File: src/isnt_cfg.svh
// Constants of the input scaling and oscillator tuner channel front end.
// Assumes a plain register port with 8-bit address and 16-bit data.
//
// Functional notes
// - Each port takes 14-bit signed mantissa, 3-bit range code and qualify.
// - Both input ports are sampled by the single master clock.
// - Active or inactive 5-bit scale adjusts range code, chosen by level.
// - Invert set, weighting clear: shift right by (7 - code + scale) mod 32.
// - Invert and weighting clear: each larger range code shifts mantissa one more bit right.
// - Invert set: a larger range code shifts data up relative to smaller one.
// - Exponent offset is added inside the mod-32 shift, shifting data down.
// - Independent 32-bit complex oscillator with two multipliers per channel.
// - Tuning word over two registers is a 32-bit unsigned phase increment.
// - Tuning word writes land in a shadow, moved on sleep exit or sync hop.
// - Event loads 16-bit hold-off counter; word moves when it reaches zero.
// - Immediate sync skips the hold-off countdown and applies the word.
// - 16-bit unsigned phase offset is added to the phase accumulator.
// - Oscillator control register is kept separately for this channel.
// - Level indicator from threshold detector selects the active gain scale.
// - Scale register: inactive scale in bits 9:5, active scale in bits 4:0.
`ifndef ISNT_CFG_SVH
`define ISNT_CFG_SVH

`define ISNT_ADDR_HOLDOFF 8'h84
`define ISNT_ADDR_TUNE_LO 8'h85
`define ISNT_ADDR_TUNE_HI 8'h86
`define ISNT_ADDR_PHASE_OFF 8'h87
`define ISNT_ADDR_OSC_CTRL 8'h88
`define ISNT_ADDR_STATUS 8'h89
`define ISNT_ADDR_COUNT 8'h8a
`define ISNT_ADDR_GAIN 8'h92

`define ISNT_CTRL_BYPASS 0
`define ISNT_CTRL_PDITHER 1
`define ISNT_CTRL_ADITHER 2
`define ISNT_CTRL_CLRHOP 3
`define ISNT_CTRL_QMODE_LO 4
`define ISNT_CTRL_PORTSEL 6
`define ISNT_CTRL_SYNCSEL_LO 7
`define ISNT_CTRL_IMMED 9

`define ISNT_GAIN_ACTIVE_LO 0
`define ISNT_GAIN_INACTIVE_LO 5
`define ISNT_GAIN_INVERT 10
`define ISNT_GAIN_WEIGHT 11

`define ISNT_REG_RESET 16'h0000
`define ISNT_EXP_BASE 5'h07
`define ISNT_LFSR_SEED 16'hace1
`define ISNT_PIPE_LAT 3

`endif

File: src/isnt_pkg.sv
// Types shared by the tuner channel files.
// Assumes nothing beyond a SystemVerilog compiler.
package isnt_pkg;

  typedef struct packed {
    logic signed [13:0] mant;
    logic [2:0] range_code_in;
    logic sample_qualify;
  } isnt_port_s;

  typedef struct packed {
    logic signed [15:0] i_val;
    logic signed [15:0] q_val;
  } isnt_iq_s;

  typedef enum logic [1:0] {
    QM_BLANK = 2'b00,
    QM_LEVEL = 2'b01,
    QM_RISE = 2'b10,
    QM_FALL = 2'b11
  } isnt_qmode_e;

endpackage : isnt_pkg

File: src/isnt_mixer.sv
// Sine and cosine lookup with the two mixing multipliers.
// Assumes a registered phase and sample from the tuner on the same clock.
`timescale 1ns/1ns
`default_nettype none

module isnt_mixer (
  input wire logic clock_i,
  input wire logic rst_i,
  input wire logic [15:0] phase_i,
  input wire logic signed [13:0] sample_i,
  input wire logic amp_dither_i,
  input wire logic dither_bit_i,
  output isnt_pkg::isnt_iq_s iq_o
);
  import isnt_pkg::*;

  // Quarter wave, 16 steps; coarse on purpose to keep the table small
  function automatic logic [15:0] quarter(input logic [4:0] idx);
    unique case (idx)
      5'h00: quarter = 16'h0000;
      5'h01: quarter = 16'h0c8c;
      5'h02: quarter = 16'h18f9;
      5'h03: quarter = 16'h2528;
      5'h04: quarter = 16'h30fb;
      5'h05: quarter = 16'h3c56;
      5'h06: quarter = 16'h471c;
      5'h07: quarter = 16'h5133;
      5'h08: quarter = 16'h5a82;
      5'h09: quarter = 16'h62f1;
      5'h0a: quarter = 16'h6a6d;
      5'h0b: quarter = 16'h70e2;
      5'h0c: quarter = 16'h7641;
      5'h0d: quarter = 16'h7a7c;
      5'h0e: quarter = 16'h7d89;
      5'h0f: quarter = 16'h7f61;
      default: quarter = 16'h7fff;
    endcase
  endfunction : quarter

  function automatic logic signed [15:0] sine(input logic [5:0] p);
    logic [15:0] mag;
    mag = p[4] ? quarter(5'h10 - {1'b0, p[3:0]}) : quarter({1'b0, p[3:0]});
    sine = p[5] ? -$signed(mag) : $signed(mag);
  endfunction : sine

  logic signed [15:0] cos_v;
  logic signed [15:0] nsin_v;
  logic signed [29:0] prod_i;
  logic signed [29:0] prod_q;

  always_comb begin
    cos_v = sine(phase_i[15:10] + 6'h10);
    nsin_v = -sine(phase_i[15:10]);
    // Amplitude dither breaks up the quantisation pattern of the table
    if (amp_dither_i) begin
      cos_v[0] = cos_v[0] ^ dither_bit_i;
      nsin_v[0] = nsin_v[0] ^ dither_bit_i;
    end
    prod_i = sample_i * cos_v;
    prod_q = sample_i * nsin_v;
  end

  always_ff @(posedge clock_i) begin
    if (rst_i) begin
      iq_o <= '0;
    end else begin
      iq_o.i_val <= prod_i[29:14];
      iq_o.q_val <= prod_q[29:14];
    end
  end

endmodule : isnt_mixer

`default_nettype wire

File: src/isnt_tuner.sv
// Channel front end: input port select, range-code scaling and NCO tuning.
// Assumes converters, level detector and sync sources run on clock_i.
//
// Added by the designer: the strobed register port.
`timescale 1ns/1ns
`default_nettype none
`include "isnt_cfg.svh"

module isnt_tuner (
  input wire logic clock_i,
  input wire logic rst_i,
  input wire isnt_pkg::isnt_port_s port_a_i,
  input wire isnt_pkg::isnt_port_s port_b_i,
  input wire logic level_indicator_i,
  input wire logic sleep_exit_i,
  input wire logic [3:0] sync_i,
  input wire logic [7:0] addr_i,
  input wire logic [15:0] wr_data_i,
  input wire logic wr_i,
  input wire logic rd_i,
  output logic [15:0] rd_data_o,
  output isnt_pkg::isnt_iq_s iq_o,
  output logic iq_valid_o
);
  import isnt_pkg::*;

  ////////////////////////////////////////////////////////////////////////////
  // Register file

  logic [15:0] holdoff_reg;
  logic [31:0] shadow_reg;
  logic [31:0] active_reg;
  logic [15:0] phase_off_reg;
  logic [15:0] ctrl_reg;
  logic [15:0] gain_reg;
  logic [15:0] count_reg;
  logic run_reg;
  logic hop_reg;

  always_ff @(posedge clock_i) begin
    if (rst_i) begin
      holdoff_reg <= `ISNT_REG_RESET;
      shadow_reg <= {`ISNT_REG_RESET, `ISNT_REG_RESET};
      phase_off_reg <= `ISNT_REG_RESET;
      ctrl_reg <= `ISNT_REG_RESET;
      gain_reg <= `ISNT_REG_RESET;
    end else if (wr_i) begin
      unique case (addr_i)
        `ISNT_ADDR_HOLDOFF: holdoff_reg <= wr_data_i;
        `ISNT_ADDR_TUNE_LO: shadow_reg[15:0] <= wr_data_i;
        `ISNT_ADDR_TUNE_HI: shadow_reg[31:16] <= wr_data_i;
        `ISNT_ADDR_PHASE_OFF: phase_off_reg <= wr_data_i;
        `ISNT_ADDR_OSC_CTRL: ctrl_reg <= wr_data_i;
        `ISNT_ADDR_GAIN: gain_reg <= wr_data_i;
        default: ;
      endcase
    end
  end

  // Data only in the cycle after the strobe; unmapped addresses read zero
  always_ff @(posedge clock_i) begin
    if (rst_i) begin
      rd_data_o <= 16'h0000;
    end else if (rd_i) begin
      unique case (addr_i)
        `ISNT_ADDR_HOLDOFF: rd_data_o <= holdoff_reg;
        `ISNT_ADDR_TUNE_LO: rd_data_o <= shadow_reg[15:0];
        `ISNT_ADDR_TUNE_HI: rd_data_o <= shadow_reg[31:16];
        `ISNT_ADDR_PHASE_OFF: rd_data_o <= phase_off_reg;
        `ISNT_ADDR_OSC_CTRL: rd_data_o <= ctrl_reg;
        `ISNT_ADDR_STATUS: rd_data_o <= {14'h0000, level_indicator_i, run_reg};
        `ISNT_ADDR_COUNT: rd_data_o <= count_reg;
        `ISNT_ADDR_GAIN: rd_data_o <= gain_reg;
        default: rd_data_o <= 16'h0000;
      endcase
    end else begin
      rd_data_o <= 16'h0000;
    end
  end

  ////////////////////////////////////////////////////////////////////////////
  // Input ports and sample qualification

  isnt_port_s in_a_reg;
  isnt_port_s in_b_reg;
  isnt_port_s sel;
  logic qual_prev_reg;
  logic proc_next;
  isnt_qmode_e qmode;

  // Converters share clock_i, so one capture register is enough
  always_ff @(posedge clock_i) begin
    if (rst_i) begin
      in_a_reg <= '0;
      in_b_reg <= '0;
      qual_prev_reg <= 1'b0;
    end else begin
      in_a_reg <= port_a_i;
      in_b_reg <= port_b_i;
      qual_prev_reg <= sel.sample_qualify;
    end
  end

  always_comb begin
    sel = ctrl_reg[`ISNT_CTRL_PORTSEL] ? in_b_reg : in_a_reg;
    qmode = isnt_qmode_e'(ctrl_reg[`ISNT_CTRL_QMODE_LO +: 2]);
    unique case (qmode)
      QM_BLANK: proc_next = 1'b1;
      QM_LEVEL: proc_next = sel.sample_qualify;
      QM_RISE: proc_next = sel.sample_qualify & ~qual_prev_reg;
      QM_FALL: proc_next = ~sel.sample_qualify & qual_prev_reg;
    endcase
  end

  ////////////////////////////////////////////////////////////////////////////
  // Range-code scaling

  function automatic logic [4:0] shift_of(input logic [2:0] code,
                                          input logic [15:0] gain,
                                          input logic loud);
    logic [4:0] scale;
    logic [4:0] e;
    scale = loud ? gain[`ISNT_GAIN_ACTIVE_LO +: 5]
                 : gain[`ISNT_GAIN_INACTIVE_LO +: 5];
    e = gain[`ISNT_GAIN_WEIGHT] ? {1'b0, code, 1'b0} : {2'b00, code};
    // Five-bit sums wrap, which gives the mod-32 behaviour
    if (gain[`ISNT_GAIN_INVERT]) begin
      shift_of = `ISNT_EXP_BASE - e + scale;
    end else begin
      shift_of = e + scale;
    end
  endfunction : shift_of

  function automatic logic signed [13:0] scaled(input isnt_port_s p,
                                                input logic [4:0] sh);
    scaled = p.mant >>> sh;
  endfunction : scaled

  logic [4:0] shift_sel;
  logic [4:0] shift_b;
  logic blank;
  logic signed [13:0] samp_reg;
  logic signed [13:0] samp_b_reg;
  logic [4:0] shift_reg;
  logic s1_valid_reg;

  always_comb begin
    shift_sel = shift_of(sel.range_code_in, gain_reg,
                         level_indicator_i);
    shift_b = shift_of(in_b_reg.range_code_in, gain_reg, level_indicator_i);
    blank = (qmode == QM_BLANK) && !sel.sample_qualify;
  end

  always_ff @(posedge clock_i) begin
    if (rst_i) begin
      samp_reg <= 14'h0000;
      samp_b_reg <= 14'h0000;
      shift_reg <= 5'h00;
      s1_valid_reg <= 1'b0;
    end else begin
      shift_reg <= shift_sel;
      s1_valid_reg <= proc_next;
      if (ctrl_reg[`ISNT_CTRL_BYPASS]) begin
        samp_reg <= scaled(in_a_reg, shift_of(in_a_reg.range_code_in,
                                              gain_reg, level_indicator_i));
        samp_b_reg <= scaled(in_b_reg, shift_b);
      end else begin
        samp_reg <= blank ? 14'h0000 : scaled(sel, shift_sel);
        samp_b_reg <= 14'h0000;
      end
    end
  end

  ////////////////////////////////////////////////////////////////////////////
  // Tuning word shadow and hold-off

  logic hop;
  logic xfer_event;
  logic transfer;
  logic clear_now;

  always_comb begin
    hop = sync_i[ctrl_reg[`ISNT_CTRL_SYNCSEL_LO +: 2]];
    xfer_event = sleep_exit_i | hop;
    // A fresh event restarts the count rather than completing the old one
    transfer = xfer_event ? ctrl_reg[`ISNT_CTRL_IMMED]
                          : (run_reg && count_reg == 16'h0000);
    clear_now = transfer & ctrl_reg[`ISNT_CTRL_CLRHOP]
              & (xfer_event ? hop : hop_reg);
  end

  always_ff @(posedge clock_i) begin
    if (rst_i) begin
      run_reg <= 1'b0;
      count_reg <= 16'h0000;
      hop_reg <= 1'b0;
    end else if (xfer_event) begin
      run_reg <= ~ctrl_reg[`ISNT_CTRL_IMMED];
      count_reg <= holdoff_reg;
      hop_reg <= hop;
    end else if (run_reg) begin
      if (count_reg == 16'h0000) begin
        run_reg <= 1'b0;
      end else begin
        count_reg <= count_reg - 16'h0001;
      end
    end
  end

  always_ff @(posedge clock_i) begin
    if (rst_i) begin
      active_reg <= 32'h0000_0000;
    end else if (transfer) begin
      active_reg <= shadow_reg;
    end
  end

  ////////////////////////////////////////////////////////////////////////////
  // Phase accumulator, dither and mixing

  logic [31:0] acc_reg;
  logic [15:0] lfsr_reg;
  logic [15:0] phase_reg;
  logic [31:0] dithered;

  always_ff @(posedge clock_i) begin
    if (rst_i) begin
      acc_reg <= 32'h0000_0000;
    end else if (clear_now) begin
      acc_reg <= 32'h0000_0000;
    end else if (proc_next) begin
      acc_reg <= acc_reg + active_reg;
    end
  end

  always_ff @(posedge clock_i) begin
    if (rst_i) begin
      lfsr_reg <= `ISNT_LFSR_SEED;
    end else begin
      lfsr_reg <= {lfsr_reg[14:0],
                   lfsr_reg[15] ^ lfsr_reg[13] ^ lfsr_reg[12] ^ lfsr_reg[10]};
    end
  end

  always_comb begin
    dithered = acc_reg
             + (ctrl_reg[`ISNT_CTRL_PDITHER] ? {16'h0000, lfsr_reg}
                                              : 32'h0000_0000);
  end

  always_ff @(posedge clock_i) begin
    if (rst_i) begin
      phase_reg <= 16'h0000;
    end else begin
      phase_reg <= dithered[31:16] + phase_off_reg;
    end
  end

  isnt_iq_s mix;
  logic signed [13:0] byp_i_reg;
  logic signed [13:0] byp_q_reg;
  logic s2_valid_reg;

  isnt_mixer u_mixer (
    .clock_i(clock_i),
    .rst_i(rst_i),
    .phase_i(phase_reg),
    .sample_i(samp_reg),
    .amp_dither_i(ctrl_reg[`ISNT_CTRL_ADITHER]),
    .dither_bit_i(lfsr_reg[15]),
    .iq_o(mix)
  );

  always_ff @(posedge clock_i) begin
    if (rst_i) begin
      byp_i_reg <= 14'h0000;
      byp_q_reg <= 14'h0000;
      s2_valid_reg <= 1'b0;
      iq_o <= '0;
      iq_valid_o <= 1'b0;
    end else begin
      byp_i_reg <= samp_reg;
      byp_q_reg <= samp_b_reg;
      s2_valid_reg <= s1_valid_reg;
      iq_valid_o <= s2_valid_reg;
      // Bypass trades tuning for a complex path: port A as I, port B as Q
      if (ctrl_reg[`ISNT_CTRL_BYPASS]) begin
        iq_o.i_val <= {byp_i_reg, 2'b00};
        iq_o.q_val <= {byp_q_reg, 2'b00};
      end else begin
        iq_o <= mix;
      end
    end
  end
endmodule : isnt_tuner

`default_nettype wire

File: config.mk
export PLATFORM = sky130hd
export DESIGN_NAME = isnt_tuner
export DESIGN_NICKNAME = d
export VERILOG_FILES = /design/src/isnt_pkg.sv /design/src/isnt_mixer.sv /design/src/isnt_tuner.sv
export VERILOG_INCLUDE_DIRS = /design/src
export SDC_FILE = /design/constraint.sdc
export NUM_CORES = 2
export LEC_CHECK = 0
export BUFFER_PORTS_ARGS = -buffer_cell sky130_fd_sc_hd__buf_4
export CAP_MARGIN = 20
export CORE_AREA = 2 2 249 275
export DETAILED_ROUTE_END_ITERATION = 10
export DIE_AREA = 0 0 251 277
export MAX_ROUTING_LAYER = met4
export PLACE_DENSITY = 0.77
export SETUP_SLACK_MARGIN = 0.4
export SLEW_MARGIN = 20
export SYNTH_ARGS = -nofsm -noshare
export SYNTH_HDL_FRONTEND = slang
export SYNTH_HIERARCHICAL = 1
export SYNTH_SLANG_ARGS = --single-unit
File: constraint.sdc
create_clock -name clock_i -period 14.9 [get_ports clock_i]
set_input_delay 0 -clock clock_i [delete_from_list [all_inputs] [get_ports clock_i]]
set_output_delay 0 -clock clock_i [all_outputs]
set_load 0.01 [all_outputs]
==> run summary <==
## Critical path
- register — Critical Path Source Type
- 13.24 ns — arrival time reported for the critical path endpoint
- 39 — depth of the worst register-to-register path
- 15.38 ns — Crit path required time
- reg2reg — Worst Setup Path Type
- 0.88 ns — maximum single-stage delay on the critical path
- register — CP endpoint kind
- u_mixer/iq_o[13]$_SDFF_PP0_ — Reg2Reg Capture Point
- phase_reg[10]$_SDFF_PP0_ — source of the worst register-to-register timing path
- sky130_fd_sc_hd__fa_1 — dominant cell type by count on the critical path
- 2.14 ns — flop-to-flop setup slack
- sky130_fd_sc_hd__dfxtp_1 — CP max stage cell
- 35 — peak fanout along the critical path

## Yosys
- 5349 — number of nets produced by synthesis
- 4592 — gate count after technology mapping
- 8.55 um2 — average instance area after synthesis
- 0.0393 mm2 — total standard cell area after synthesis
- 6 — synthesis warning total

## Power and ir drop
- 111 uV — worst IR drop on VDD
- 19.1 nW — static power due to leakage
- 58.4 mW/mm2 — areal power density over the cells

## Clocking
- built — CTS tree
- 2 — Clock H-tree levels
- 376 — Clock Sink Count
- 3 — Clock Tree Buf Depth
- 42 — number of buffers created by CTS
- 0 — Setup Fix Bufs, Post-CTS
- 0.61 ns — source-to-sink clock delay at the later pin of the worst-skew pair
- 0 — post-CTS resize count
- sky130_fd_sc_hd__clkbuf_16 — Clock Tree Root
- 83 — # hold bufs at CTS
- 0.06 ns — clock-pin slew of the registers on the worst-case setup and hold paths

## Min path
- 5 — Worst Hold Depth
- in2reg — class of the tightest hold or removal check
- addr_i[1] — source of the worst hold timing path
- rd_data_o[15]$_SDFF_PP0_ — endpoint of the worst hold-timing path

## STA
- 0 — number of pins with negative max-slew slack in the final report
- 1.12 ns — worst slew pin tran
- 12.76 ns — Tmin final
- 2.14 ns — Setup WS post-layout
- false — RSZ-0062 raised after global routing
- 0.0784 GHz — top achievable clock speed
- 0 — count of endpoints failing setup in the final report
- 0 — hold violation count in the final report
- 0.0285 ns — worst slack on hold paths
- 0 ns — Fin Setup TNS
- 0.0330 ns — worst clock skew
- 85.6% — ratio of final minimum period to clock period
- 24.9% — Slew Limit Headroom

## Route
- 3075 — Iter 0 DRT Violations
- 0 — Post-route DRC
- 5.98 — routed via count divided by cell count
- 0 — number of routed nets with antenna violations
- 109000 um — wire length after detailed routing
- 19.6 um — post-DR wirelength/cell
- met4 — highest metal layer used by the detailed router
- 8310 um — metal3 WL
- 43200 um — met1 wire length
- 52100 um — amount of wire on met2 after detailed routing
- 6 — First-pass DRT Iterations
- 33233 — number of vias in the routed layout

## Floorplanning
- 251 um — floorplan die width
- 0.0671 mm2 — Core Box Area
- 0.0695 mm2 — die outline area
- 119 — I/O pin total
- 58.5% — initial cell density of the core
- 277 um — chip height
- 100 — Site Rows

## GRT
- 1 — initial antenna violation count
- 32.5% — global router's overall resource usage
- 100 — largest net degree at the start of global routing
- 33214 — via count of the first global-routing pass
- 0 — final global-route overflow total
- 177000 um — global-route wire length before repair

## Placed design
- 78500 um — detailed placer's ending HPWL
- 118 — number of input and output port buffers inserted
- 2.35 ns — worst slack at placement
- 0.982 — final weighted congestion in routability-driven placement
- 5393 — DP Cell Count

## Finish
- 5555 — non-filler cells in the finished layout
- 9.65% — Area Growth Syn to Fin
- 64.2% — final core utilization
- 8.73% — fraction of final layout cells with drive strength greater than 1
- 5410 — number of nets in the final layout

## Run status
- complete, no violations — status

## Job
- 0 — max-cap violation count

layer usage:
layer  vias up  track usage (%)
met1     16112             40.4
met5         -                -
met2      1499             53.0
met4         0             14.5
li1      15264                -
met3       358             4.31
stage by stage:
| step | cell area (um2) | total power [mW] |
|---|---|---|
| 2_1_floorplan | 39300 | 1.32 |
| 3_3_place_gp | 40700 | 1.42 |
| 3_5_place_dp | 40700 | 1.43 |
| 4_1_cts | 43000 | 2.52 |
| 5_1_grt | 43000 | 2.61 |
| 6_report | 43000 | 2.51 |
worst max path at each step:
stage / from / to / slack, ns / cells after the start
5_1_grt: phase_reg[10]$_SDFF_PP0_ / u_mixer/iq_o[13]$_SDFF_PP0_ / 1.22 / 39
3_5_place_dp: phase_reg[10]$_SDFF_PP0_ / u_mixer/iq_o[13]$_SDFF_PP0_ / 2.35 / 39
3_3_place_gp: phase_reg[10]$_SDFF_PP0_ / u_mixer/iq_o[13]$_SDFF_PP0_ / 2.83 / 39
4_1_cts: phase_reg[10]$_SDFF_PP0_ / u_mixer/iq_o[13]$_SDFF_PP0_ / 2.29 / 39
2_1_floorplan: phase_reg[10]$_SDFF_PP0_ / u_mixer/iq_o[13]$_SDFF_PP0_ / 3.87 / 41
6_report: phase_reg[10]$_SDFF_PP0_ / u_mixer/iq_o[13]$_SDFF_PP0_ / 2.14 / 39
worst max-delay path, delay by kind of cell, from the launching register on:
| family | cells | cell delay [ns] |
|---|---|---|
| AND/OR/NAND/NOR | 8 | 2.08 |
| adder cells (fa/ha/maj) | 9 | 4.28 |
| AO/OA/AOI/OAI | 12 | 2.90 |
| buffers and inverters | 7 | 1.28 |
| multiplexers | 1 | 0.35 |
| XOR/XNOR | 2 | 0.82 |
| flip-flops | 1 | 0.88 |
report_power, final:
group	internal, mW	leakage, nW	total, mW	switching [mW]
clock	0.613	0.711	1.08	0.469
combinational	0.162	15.4	0.387	0.226
sequential	1.03	3.05	1.05	0.0172
cell type report:
| cell class | instances | area (um2) |
|---|---|---|
| Multi-Input combinational cell | 3440 | 28800 |
| Fill cell | 5549 | 24000 |
| Sequential cell | 376 | 7530 |
| Timing Repair Buffer | 277 | 2290 |
| Inverter | 516 | 1940 |
| Clock buffer | 57 | 1210 |
| Tap cell | 867 | 1080 |
| Clock inverter | 19 | 230 |
| Antenna cell | 3 | 7.51 |
cell usage in the layout, fill, tap and decap left out, types with 21 or more instances in the layout:
cell type / instances
sky130_fd_sc_hd__xor2_1: 44
sky130_fd_sc_hd__mux2_2: 40
sky130_fd_sc_hd__dfxtp_1: 374
sky130_fd_sc_hd__a21oi_1: 311
sky130_fd_sc_hd__nor2_1: 227
sky130_fd_sc_hd__nand2b_1: 31
sky130_fd_sc_hd__or3_1: 21
sky130_fd_sc_hd__nor3_1: 59
sky130_fd_sc_hd__or2_2: 21
sky130_fd_sc_hd__fa_1: 444
sky130_fd_sc_hd__a31oi_1: 29
sky130_fd_sc_hd__mux2i_1: 169
sky130_fd_sc_hd__and3_1: 30
sky130_fd_sc_hd__dlygate4sd3_1: 83
sky130_fd_sc_hd__nand3_1: 68
sky130_fd_sc_hd__ha_1: 243
sky130_fd_sc_hd__a211oi_1: 31
sky130_fd_sc_hd__xnor2_1: 94
sky130_fd_sc_hd__buf_4: 193
sky130_fd_sc_hd__nor2b_1: 113
sky130_fd_sc_hd__nand2_1: 709
sky130_fd_sc_hd__nand4_1: 30
sky130_fd_sc_hd__o21ai_0: 105
sky130_fd_sc_hd__mux4_2: 25
sky130_fd_sc_hd__and2_1: 205
sky130_fd_sc_hd__inv_1: 514
sky130_fd_sc_hd__o21a_1: 24
sky130_fd_sc_hd__a21o_1: 55
sky130_fd_sc_hd__clkbuf_16: 42
Power figures use the tool's default switching activity.
